File: src/inc/sdmbo_pkg.sv
// sdmbo_pkg: field layout, encodings and sizes of the burst/latency configuration
package sdmbo_pkg;
	localparam int CFG_W   = 14;
	localparam int STORE_W = 12;
	localparam int COL_W   = 9;
	// field positions inside the configuration word
	localparam int BC_LSB    = 0;
	localparam int BC_W      = 3;
	localparam int ORDER_BIT = 3;
	localparam int RL_LSB    = 4;
	localparam int RL_W      = 3;
	localparam int OPM_LSB   = 7;
	localparam int WB_BIT    = 9;
	localparam int RSV_LSB   = 10;
	localparam int SEL_LSB   = 12;
	// burst count encodings
	localparam logic [2:0] BC_ONE   = 3'h0;
	localparam logic [2:0] BC_TWO   = 3'h1;
	localparam logic [2:0] BC_FOUR  = 3'h2;
	localparam logic [2:0] BC_EIGHT = 3'h3;
	localparam logic [2:0] BC_PAGE  = 3'h7;
	// read latency limits, in clocks
	localparam logic [2:0] RL_ONE   = 3'h1;
	localparam logic [2:0] RL_TWO   = 3'h2;
	localparam logic [2:0] RL_THREE = 3'h3;
	// register select and mode values
	localparam logic [1:0] SEL_BASE   = 2'h0;
	localparam logic [1:0] OPM_NORMAL = 2'h0;
	localparam logic [1:0] RSV_ZERO   = 2'h0;
	localparam logic [STORE_W-1:0] CFG_RST = 12'h000;
	// block masks: 512 columns x16, 256 columns x32
	localparam logic [COL_W-1:0] MASK_ONE   = 9'h000;
	localparam logic [COL_W-1:0] MASK_TWO   = 9'h001;
	localparam logic [COL_W-1:0] MASK_FOUR  = 9'h003;
	localparam logic [COL_W-1:0] MASK_EIGHT = 9'h007;
	localparam logic [COL_W-1:0] PAGE_X16   = 9'h1FF;
	localparam logic [COL_W-1:0] PAGE_X32   = 9'h0FF;
	localparam logic [COL_W-1:0] COL_ZERO   = 9'h000;
	localparam logic [COL_W-1:0] COL_ONE    = 9'h001;
	typedef enum logic [0:0] {
		SDMBO_IDLE  = 1'h0,
		SDMBO_BURST = 1'h1
	} sdmbo_state_t;
endpackage

File: src/design/sdmbo_cfg_reg.sv
// sdmbo_cfg_reg: configuration word storage and field decode
`timescale 1ns/1ns
module sdmbo_cfg_reg (
	input  wire logic                           clk_i,
	input  wire logic                           rst_b_i,
	input  wire logic                           load_i,
	input  wire logic [sdmbo_pkg::CFG_W-1:0]   addr_i,
	output logic      [sdmbo_pkg::STORE_W-1:0] cfg_o,
	output logic      [2:0]                     burst_count_o,
	output logic                                order_o,
	output logic      [2:0]                     latency_o,
	output logic      [1:0]                     op_mode_o,
	output logic                                write_burst_o,
	output logic                                normal_o,
	output logic                                bad_o
);
	import sdmbo_pkg::*;
	logic [STORE_W-1:0] cfg_r;
	logic [STORE_W-1:0] cfg_nxt;
	logic               sel_base;
	logic               bc_ok;
	logic               rl_ok;

	// only a load aimed at the base register changes the word
	assign sel_base = (addr_i[SEL_LSB +: 2] == SEL_BASE);
	assign cfg_nxt  = (load_i && sel_base) ? addr_i[STORE_W-1:0] : cfg_r;

	// no other write path exists; the word holds until reloaded
	always_ff @(posedge clk_i) begin
		if (!rst_b_i) begin
			cfg_r <= CFG_RST;
		end else begin
			cfg_r <= cfg_nxt;
		end
	end

	// field slices
	assign cfg_o         = cfg_r;
	assign burst_count_o = cfg_r[BC_LSB +: BC_W];
	assign order_o       = cfg_r[ORDER_BIT];
	assign latency_o     = cfg_r[RL_LSB +: RL_W];
	assign op_mode_o     = cfg_r[OPM_LSB +: 2];
	assign write_burst_o = cfg_r[WB_BIT];
	// normal mode needs op mode and reserved bits all clear
	assign normal_o = (op_mode_o == OPM_NORMAL) && (cfg_r[RSV_LSB +: 2] == RSV_ZERO);
	// reserved codes are flagged, not rejected
	assign bc_ok = (burst_count_o == BC_ONE) || (burst_count_o == BC_TWO) ||
		(burst_count_o == BC_FOUR) || (burst_count_o == BC_EIGHT) ||
		(burst_count_o == BC_PAGE);
	assign rl_ok = (latency_o >= RL_ONE) && (latency_o <= RL_THREE);
	assign bad_o = !bc_ok || !rl_ok || !normal_o;
endmodule // sdmbo_cfg_reg

File: src/design/sdmbo_col_seq.sv
// sdmbo_col_seq: column of one burst beat from start, beat count and block mask
`timescale 1ns/1ns
module sdmbo_col_seq (
	input  wire logic [sdmbo_pkg::COL_W-1:0] start_i,
	input  wire logic [sdmbo_pkg::COL_W-1:0] cnt_i,
	input  wire logic [sdmbo_pkg::COL_W-1:0] mask_i,
	input  wire logic [sdmbo_pkg::COL_W-1:0] page_i,
	input  wire logic                        ilv_i,
	output logic      [sdmbo_pkg::COL_W-1:0] col_o
);
	import sdmbo_pkg::*;
	logic [COL_W-1:0] sum_w;
	logic [COL_W-1:0] off_w;
	logic [COL_W-1:0] blk_w;

	// sequential adds, interleaved xors; both wrap inside the mask
	assign sum_w = COL_W'(start_i + cnt_i);
	assign off_w = (ilv_i ? (start_i ^ cnt_i) : sum_w) & mask_i;
	// upper bits pick the aligned block and never change in a burst
	assign blk_w = start_i & ~mask_i & page_i;
	assign col_o = blk_w | off_w;
endmodule // sdmbo_col_seq

File: src/design/sdmbo_top.sv
// sdmbo_top: configuration register, burst column sequencer and read latency
//
// Contract
// - config word changes only on a load command and otherwise holds.
// - burst count comes from config bits zero to two.
// - config bit three picks sequential or interleaved column order.
// - read latency in clocks comes from config bits four to six.
// - operating mode decodes from config bits seven and eight.
// - config bit nine makes writes single-column or burst-length.
// - bursts of 1, 2, 4, 8 either order; full page sequential.
// - full-page burst runs until a burst-terminate command.
// - unterminated full-page burst wraps from last column to zero.
// - for 2, 4, 8 upper start bits pick block; wrap inside it.
// - low start bits below the block bits pick the first column.
// - sequential adds modulo block; interleaved xors start with beat count.
// - full-page bursts always run sequential, whatever the order bit.
// - page span is 512 columns x16, 256 columns x32.
// - full page uses the whole row, starting at all column bits.
// - burst of one accesses exactly the start column, order ignored.
// - latency 1 to 3; read data valid at edge n plus latency.
// - write-burst bit affects writes only; reads keep programmed length.
`timescale 1ns/1ns
module sdmbo_top (
	input  wire logic                         CLK_I,
	input  wire logic                         RST_B_I,
	input  wire logic                         CMD_LOAD_I,
	input  wire logic                         CMD_READ_I,
	input  wire logic                         CMD_WRITE_I,
	input  wire logic                         CMD_TERM_I,
	input  wire logic [sdmbo_pkg::CFG_W-1:0] ADDR_I,
	input  wire logic [sdmbo_pkg::COL_W-1:0] COL_I,
	input  wire logic                         ORG_X32_I,
	output logic      [sdmbo_pkg::COL_W-1:0] COL_O,
	output logic                              COL_VALID_O,
	output logic                              BURST_LAST_O,
	output logic                              BURST_WRITE_O,
	output logic                              RD_DATA_VALID_O,
	output logic      [sdmbo_pkg::COL_W-1:0] RD_COL_O,
	output logic      [2:0]                   BURST_COUNT_O,
	output logic                              BURST_ORDER_O,
	output logic      [2:0]                   READ_LATENCY_O,
	output logic      [1:0]                   OP_MODE_O,
	output logic                              WRITE_BURST_O,
	output logic                              NORMAL_MODE_O,
	output logic                              CONFIG_BAD_O
);
	import sdmbo_pkg::*;

	logic [STORE_W-1:0] cfg_w;
	sdmbo_state_t       state_r;
	sdmbo_state_t       state_nxt;
	logic [COL_W-1:0]   start_r;
	logic [COL_W-1:0]   cnt_r;
	logic [COL_W-1:0]   mask_r;
	logic [COL_W-1:0]   col_r;
	logic               ilv_r;
	logic               full_r;
	logic               write_r;
	logic               last_r;
	logic [1:0]         rd_pipe_r;
	logic [COL_W-1:0]   rd_col1_r;
	logic [COL_W-1:0]   rd_col2_r;
	logic               busy_w;
	logic               cmd_rw;
	logic               write_sel;
	logic               single_w;
	logic [2:0]         len_sel;
	logic [COL_W-1:0]   page_w;
	logic [COL_W-1:0]   mask_new;
	logic               full_new;
	logic               ilv_new;
	logic [COL_W-1:0]   st_sel;
	logic [COL_W-1:0]   cn_sel;
	logic [COL_W-1:0]   mk_sel;
	logic               il_sel;
	logic               fl_sel;
	logic [COL_W-1:0]   col_nxt;
	logic               last_nxt;
	logic               adv_w;
	logic               beat_rd;

	// configuration storage and decode
	sdmbo_cfg_reg u_cfg (
		.clk_i         (CLK_I),
		.rst_b_i       (RST_B_I),
		.load_i        (CMD_LOAD_I),
		.addr_i        (ADDR_I),
		.cfg_o         (cfg_w),
		.burst_count_o (BURST_COUNT_O),
		.order_o       (BURST_ORDER_O),
		.latency_o     (READ_LATENCY_O),
		.op_mode_o     (OP_MODE_O),
		.write_burst_o (WRITE_BURST_O),
		.normal_o      (NORMAL_MODE_O),
		.bad_o         (CONFIG_BAD_O)
	);

	// command decode; a read wins if both strobes arrive together
	assign busy_w    = (state_r == SDMBO_BURST);
	assign cmd_rw    = CMD_READ_I || CMD_WRITE_I;
	assign write_sel = CMD_WRITE_I && !CMD_READ_I;
	// single-location writes leave reads at the programmed length
	assign single_w  = write_sel && WRITE_BURST_O;
	assign len_sel   = single_w ? BC_ONE : BURST_COUNT_O;
	assign page_w    = ORG_X32_I ? PAGE_X32 : PAGE_X16;

	// block mask from the burst length; reserved codes act as length one
	always_comb begin
		mask_new = MASK_ONE;
		full_new = 1'b0;
		case (len_sel)
			BC_ONE: begin
				mask_new = MASK_ONE;
			end
			BC_TWO: begin
				mask_new = MASK_TWO;
			end
			BC_FOUR: begin
				mask_new = MASK_FOUR;
			end
			BC_EIGHT: begin
				mask_new = MASK_EIGHT;
			end
			BC_PAGE: begin
				mask_new = page_w;
				full_new = 1'b1;
			end
			default: begin
				mask_new = MASK_ONE;
			end
		endcase
	end

	// interleave is dropped on full page; a single beat ignores order anyway
	assign ilv_new = BURST_ORDER_O && !full_new;

	// a new command restarts the sequence at beat zero
	assign st_sel = cmd_rw ? COL_I : start_r;
	assign cn_sel = cmd_rw ? COL_ZERO : COL_W'(cnt_r + COL_ONE);
	assign mk_sel = cmd_rw ? mask_new : mask_r;
	assign il_sel = cmd_rw ? ilv_new : ilv_r;
	assign fl_sel = cmd_rw ? full_new : full_r;

	sdmbo_col_seq u_seq (
		.start_i (st_sel),
		.cnt_i   (cn_sel),
		.mask_i  (mk_sel),
		.page_i  (page_w),
		.ilv_i   (il_sel),
		.col_o   (col_nxt)
	);

	// fixed bursts end when the beat count reaches the mask; full page never
	assign last_nxt = (cn_sel == mk_sel) && !fl_sel;
	// terminate stops the burst at once; a new command preempts it
	assign adv_w = cmd_rw || (busy_w && !last_r && !CMD_TERM_I);

	// burst state machine
	always_comb begin
		state_nxt = state_r;
		case (state_r)
			SDMBO_IDLE: begin
				if (cmd_rw) begin
					state_nxt = SDMBO_BURST;
				end
			end
			SDMBO_BURST: begin
				if (!adv_w) begin
					state_nxt = SDMBO_IDLE;
				end
			end
			default: begin
				state_nxt = SDMBO_IDLE;
			end
		endcase
	end

	always_ff @(posedge CLK_I) begin
		if (!RST_B_I) begin
			state_r <= SDMBO_IDLE;
		end else begin
			state_r <= state_nxt;
		end
	end

	// burst context, loaded on a command and held until the next one
	always_ff @(posedge CLK_I) begin
		if (!RST_B_I) begin
			start_r <= COL_ZERO;
			mask_r  <= MASK_ONE;
			ilv_r   <= 1'b0;
			full_r  <= 1'b0;
			write_r <= 1'b0;
		end else if (cmd_rw) begin
			start_r <= COL_I;
			mask_r  <= mask_new;
			ilv_r   <= ilv_new;
			full_r  <= full_new;
			write_r <= write_sel;
		end
	end

	// column and beat counter; the page mask wraps full page to zero
	always_ff @(posedge CLK_I) begin
		if (!RST_B_I) begin
			col_r  <= COL_ZERO;
			cnt_r  <= COL_ZERO;
			last_r <= 1'b0;
		end else if (adv_w) begin
			col_r  <= col_nxt;
			cnt_r  <= cn_sel;
			last_r <= last_nxt;
		end else begin
			last_r <= 1'b0;
		end
	end

	// read beats delayed so data appears latency clocks after the command
	assign beat_rd = busy_w && !write_r;
	always_ff @(posedge CLK_I) begin
		if (!RST_B_I) begin
			rd_pipe_r <= 2'h0;
			rd_col1_r <= COL_ZERO;
			rd_col2_r <= COL_ZERO;
		end else begin
			rd_pipe_r <= {rd_pipe_r[0], beat_rd};
			rd_col1_r <= col_r;
			rd_col2_r <= rd_col1_r;
		end
	end

	// latency taps; reserved latency codes fall back to three clocks
	assign RD_DATA_VALID_O = (READ_LATENCY_O == RL_ONE) ? beat_rd :
		(READ_LATENCY_O == RL_TWO) ? rd_pipe_r[0] : rd_pipe_r[1];
	assign RD_COL_O = (READ_LATENCY_O == RL_ONE) ? col_r :
		(READ_LATENCY_O == RL_TWO) ? rd_col1_r : rd_col2_r;

	// beat outputs straight from flip-flops
	assign COL_O         = col_r;
	assign COL_VALID_O   = busy_w;
	assign BURST_LAST_O  = last_r;
	assign BURST_WRITE_O = write_r;

	// checks on the configuration word
	chk_cfg_hold: assert property (@(posedge CLK_I) disable iff (!RST_B_I)
		!CMD_LOAD_I |=> $stable(cfg_w))
		else $error("config word changed without a load");
	chk_bc_field: assert property (@(posedge CLK_I) disable iff (!RST_B_I)
		CMD_LOAD_I && (ADDR_I[SEL_LSB +: 2] == SEL_BASE)
		|=> BURST_COUNT_O == $past(ADDR_I[2:0]))
		else $error("burst count not taken from bits zero to two");
	chk_order_field: assert property (@(posedge CLK_I) disable iff (!RST_B_I)
		CMD_LOAD_I && (ADDR_I[SEL_LSB +: 2] == SEL_BASE)
		|=> BURST_ORDER_O == $past(ADDR_I[3]))
		else $error("order bit not taken from bit three");
	chk_lat_field: assert property (@(posedge CLK_I) disable iff (!RST_B_I)
		CMD_LOAD_I && (ADDR_I[SEL_LSB +: 2] == SEL_BASE)
		|=> READ_LATENCY_O == $past(ADDR_I[6:4]))
		else $error("latency not taken from bits four to six");
	chk_mode_field: assert property (@(posedge CLK_I) disable iff (!RST_B_I)
		CMD_LOAD_I && (ADDR_I[SEL_LSB +: 2] == SEL_BASE)
		|=> OP_MODE_O == $past(ADDR_I[8:7]) && WRITE_BURST_O == $past(ADDR_I[9]))
		else $error("mode or write-burst bit not loaded");
	chk_ext_ignored: assert property (@(posedge CLK_I) disable iff (!RST_B_I)
		CMD_LOAD_I && (ADDR_I[SEL_LSB +: 2] != SEL_BASE) |=> $stable(cfg_w))
		else $error("base word written by another register select");

	// checks on burst length and column order
	chk_write_single: assert property (@(posedge CLK_I) disable iff (!RST_B_I)
		write_sel && WRITE_BURST_O
		|=> COL_VALID_O && BURST_LAST_O && COL_O == ($past(COL_I) & page_w))
		else $error("single-location write did not end after one beat");
	chk_read_len: assert property (@(posedge CLK_I) disable iff (!RST_B_I)
		CMD_READ_I && BURST_COUNT_O == BC_EIGHT |=> !BURST_LAST_O)
		else $error("eight-beat read ended early");
	chk_last_beat: assert property (@(posedge CLK_I) disable iff (!RST_B_I)
		BURST_LAST_O |-> COL_VALID_O && cnt_r == mask_r && !full_r)
		else $error("last beat at wrong count");
	chk_page_open: assert property (@(posedge CLK_I) disable iff (!RST_B_I)
		COL_VALID_O && full_r && !CMD_TERM_I && !cmd_rw |=> COL_VALID_O)
		else $error("full-page burst stopped without terminate");
	chk_first_col: assert property (@(posedge CLK_I) disable iff (!RST_B_I)
		cmd_rw |=> COL_VALID_O && cnt_r == COL_ZERO && COL_O == ($past(COL_I) & page_w))
		else $error("first column is not the start column");
	chk_block_keep: assert property (@(posedge CLK_I) disable iff (!RST_B_I)
		COL_VALID_O |-> ((COL_O ^ start_r) & ~mask_r & page_w) == COL_ZERO)
		else $error("burst left its aligned block");
	chk_seq_step: assert property (@(posedge CLK_I) disable iff (!RST_B_I)
		COL_VALID_O && !ilv_r && $past(COL_VALID_O) && !$past(cmd_rw)
		|-> (COL_O & mask_r) == (COL_W'($past(COL_O) + COL_ONE) & mask_r))
		else $error("sequential step is not plus one modulo block");
	chk_ilv_order: assert property (@(posedge CLK_I) disable iff (!RST_B_I)
		COL_VALID_O && ilv_r |-> ((COL_O ^ start_r) & mask_r) == (cnt_r & mask_r))
		else $error("interleaved column is not start xor beat");
	chk_page_seq: assert property (@(posedge CLK_I) disable iff (!RST_B_I)
		COL_VALID_O && full_r |-> !ilv_r && mask_r == page_w)
		else $error("full page not sequential over the row");
	chk_page_wrap: assert property (@(posedge CLK_I) disable iff (!RST_B_I)
		COL_VALID_O && full_r && COL_O == page_w && !CMD_TERM_I && !cmd_rw
		|=> COL_O == COL_ZERO)
		else $error("full page did not wrap to column zero");

	// check on read latency
	chk_rd_lat2: assert property (@(posedge CLK_I) disable iff (!RST_B_I)
		$rose(COL_VALID_O) && !BURST_WRITE_O && READ_LATENCY_O == RL_TWO
		|-> !RD_DATA_VALID_O ##1 RD_DATA_VALID_O && RD_COL_O == $past(COL_O))
		else $error("read data not valid two clocks after command");

	// main scenarios
	cov_page_term: cover property (@(posedge CLK_I) disable iff (!RST_B_I)
		COL_VALID_O && full_r && COL_O == page_w ##1 CMD_TERM_I);
	cov_ilv_eight: cover property (@(posedge CLK_I) disable iff (!RST_B_I)
		COL_VALID_O && ilv_r && mask_r == MASK_EIGHT && BURST_LAST_O);
	cov_rd_lat3: cover property (@(posedge CLK_I) disable iff (!RST_B_I)
		RD_DATA_VALID_O && READ_LATENCY_O == RL_THREE);
endmodule // sdmbo_top

File: config.mk
export PLATFORM = sky130hd
export DESIGN_NAME = sdmbo_top
export DESIGN_NICKNAME = d
export VERILOG_FILES = /design/src/inc/sdmbo_pkg.sv /design/src/design/sdmbo_cfg_reg.sv /design/src/design/sdmbo_col_seq.sv /design/src/design/sdmbo_top.sv
export SDC_FILE = /design/constraint.sdc
export NUM_CORES = 1
export LEC_CHECK = 0
export BUFFER_PORTS_ARGS = -buffer_cell sky130_fd_sc_hd__clkbuf_2
export CAP_MARGIN = 20
export CELL_PAD_IN_SITES_DETAIL_PLACEMENT = 2
export CELL_PAD_IN_SITES_GLOBAL_PLACEMENT = 2
export CORE_UTILIZATION = 33
export DETAILED_ROUTE_END_ITERATION = 8
export PLACE_DENSITY = 0.77
export SETUP_SLACK_MARGIN = 0.02
export SLEW_MARGIN = 20
export SYNTH_ARGS = -nofsm -noshare
export SYNTH_HDL_FRONTEND = slang
export SYNTH_HIERARCHICAL = 1
export SYNTH_SLANG_ARGS = --single-unit
File: constraint.sdc
create_clock -name CLK_I -period 3.9 [get_ports CLK_I]
set_input_delay 0.78 -clock CLK_I [delete_from_list [all_inputs] [get_ports CLK_I]]
set_output_delay 0.78 -clock CLK_I [all_outputs]
set_load 0.03 [all_outputs]
==> metrics.md <==
| Metric | Value |
|---|---|
| Status | `complete, no violations` |
| Worst rel slew slack | `between 40% and 50%` |
| Leak pwr | `about 1.9 nW` |
| Worst r2r dst | `COL_O[7]` |
| Vias in the first global route | `3,484` |
| RSZ-0062 raised after global routing | `no` |
| Fin. max-slew vios | `0` |
| Core area | `around 0.011 mm2` |
| Crit share post-route | `roughly four fifths` |
| Cts hold-fix bufs | `0` |
| Setup CP Type | `reg -> reg` |
| Clock sinks | `73` |
| Die area | `0.0115 mm2` |
| Worst slew pin tran | `0.894 ns` |
| Final WS setup | `around 0.72 ns` |
| # diodes | `0` |
| Final #Nets | `539` |
| Layout cells sized above 1 | `between 10% and 20%` |
| Die X-Extent | `between 100 and 150 um` |
| Row Count | `37` |
| CTS Root Cell | `clkbuf_8` |
| Yosys warnings | `6` |
| Routability cong. | `approximately 0.8` |
| Initial antenna violation count | `0` |
| R2R Setup Slk | `~0.72 ns` |
| Final wirelength | `roughly 11,000 um` |
| FF-to-FF Start | `cnt_r[0]` |
| Critical Path Start Type | `register` |
| Wire per inst | `17.1 um` |
| Maximum vdd drop | `165 uV` |
| Worst Hold Path Cells | `2` |
| Pre-antenna DRT Iters | `4` |
| Sequential cell area | `between 0.001 and 0.0015 mm2` |
| CTS tree | `done` |
| Num CTS Buffers | `9` |
| WP data arrival | `~3.4 ns` |
| Tmin final | `3.18 ns` |
| Met2 Use GR | `between 30% and 40%` |
| GR Util met3 | `about 4.4%` |
| Crit path required time | `between 4 and 5 ns` |
| I/O pins | `64` |
| GR Overflow Total | `0` |
| Max Cap Violations | `0` |
| DRC viols | `0` |
| Largest net degree at the start of global routing | `53` |
| Multi-input gate area in the final layout | `a little over 0.002 mm2` |
| Final TNS setup | `0 ns` |
| Clock-pin transition on the worst setup and hold timing paths | `about 0.080 ns` |
| Area Overhead vs Synth | `17.3%` |
| Post-detail-place hpwl | `8140 um` |
| Max H-tree Level | `3` |
| Initial core utilization | `34.7%` |
| Clk_skew | `about 0.01 ns` |
| Post-CTS Resized | `0` |
| Drt first-iter violations | `113` |
| Min-Delay Path Class | `reg -> reg` |
| Final Hold Slack | `~0.47 ns` |
| # port buffers | `63` |
| Post-CTS setup buffers | `0` |
| Hold Startpoint | `start_r[7]` |
| Final setup viols | `0` |
| Vias per cell | `between 5 and 6` |
| R2R depth | `11` |
| Worst slack, placed | `between 0.4 and 0.5 ns` |
| Grt peak-use layer | `met2` |
| ANT nets after route | `0` |
| Clock tree buffer depth | `2` |
| Global-route wire length before repair | `17,500 um` |
| Met1 Track Usage GR | `between 20% and 30%` |
| Total Routing Usage GR | `around a fifth` |
| Crit path max fanout | `7` |
| CP endpoint kind | `register` |
| Cell Pwr Density | `around 380 mW/mm2` |
| Die height | `107 um` |
| Final Hold Vio Count | `0` |
| # fillers | `1,216` |
| Skew-Pair Late Insertion Delay | `roughly 0.36 ns` |
| Highest clock rate | `314 MHz` |
| Avg Inst Size Synth | `between 8 and 9 um2` |
| Mapped Cells | `434` |
| Hold endpoint | `start_r[7]` |
| Via count | `around 3,300` |
| Mapped cell area | `0.00364 mm2` |
[layout make-up]
class                           count  area share (%)
Clock buffer                       13            3.72
Timing Repair Buffer               69            8.72
Multi-Input combinational cell    331            47.2
Inverter                           15            1.32
Tap cell                          136            3.98
Sequential cell                    73            34.2
Clock inverter                      2           0.878
[sequential cells by signal, indices dropped and copies added, names as in the netlist]
name / cells
COL_VALID_O: 1
BURST_WRITE_O: 1
rd_col1_r: 9
COL_O: 9
cnt_r: 9
full_r: 1
rd_col2_r: 9
u_cfg/cfg_o: 12
ilv_r: 1
BURST_LAST_O: 1
rd_pipe_r: 2
mask_r: 9
start_r: 9
[layer usage]
metal / vias up / part of all wire [%]
met4: 0 / 1.4
met2: 49 / 52
li1: 1604 / -
met5: - / 0
met1: 1652 / 43
met3: 13 / 3.4
[cell usage in the layout (no fill, tap or decap), types with 3 or more instances in the layout]
cell type and instances:
nand2_1 86, dfxtp_1 73, clkbuf_2 63, nor2_1 31
and2_1 27, a21oi_1 23, o21ai_0 19, inv_1 14
mux2i_1 13, xnor2_1 11, a22oi_1 11, clkbuf_8 11
o22a_1 9, ha_1 9, xor2_1 8, conb_1 8
nand3_1 7, nor3_1 7, a21oi_2 5, buf_4 5
a21o_1 4, or3_1 3, nor2b_1 3, nand2b_1 3
o21a_1 3, nor4_2 3
[how the worst max path moves through the flow]
stage	startpoint	to	slack [ns]	cells after the start
floorplan	CMD_WRITE_I	COL_O[7]	0.69	11
global placement	CMD_WRITE_I	COL_O[8]	0.53	11
detailed placement	CMD_WRITE_I	COL_O[8]	0.44	11
CTS	cnt_r[0]	COL_O[7]	0.73	11
global route	cnt_r[0]	COL_O[7]	0.60	11
finish	cnt_r[0]	COL_O[7]	0.72	11
[critical path, cell delays in order, from the launching register on]
cell     delay, ns
dfxtp_1       0.50
ha_1          0.32
nand3_4       0.14
nor2_1        0.20
xnor2_1       0.26
nor2_1        0.10
ha_1          0.40
a21oi_2       0.17
nor2_1        0.07
or4_1         0.50
a31o_1        0.21
o22a_1        0.20
[where the power goes]
group | switching, W | internal, W
clock | 0.000291 | 0.000328
combinational | 0.000139 | 0.0000737
sequential | 0.0000209 | 0.000774
[metrics by stage]
stage	power, W	instance area, um2	util (%)	std cells
6_report	0.00163	4270	40.7	639
4_1_cts	0.00165	4270	40.7	639
2_1_floorplan	0.000952	3670	-	441
3_5_place_dp	0.00103	4080	38.8	624
5_1_grt	0.00170	4270	40.7	639
3_3_place_gp	0.00102	4080	38.8	624
(Power assumes the default switching activity.)
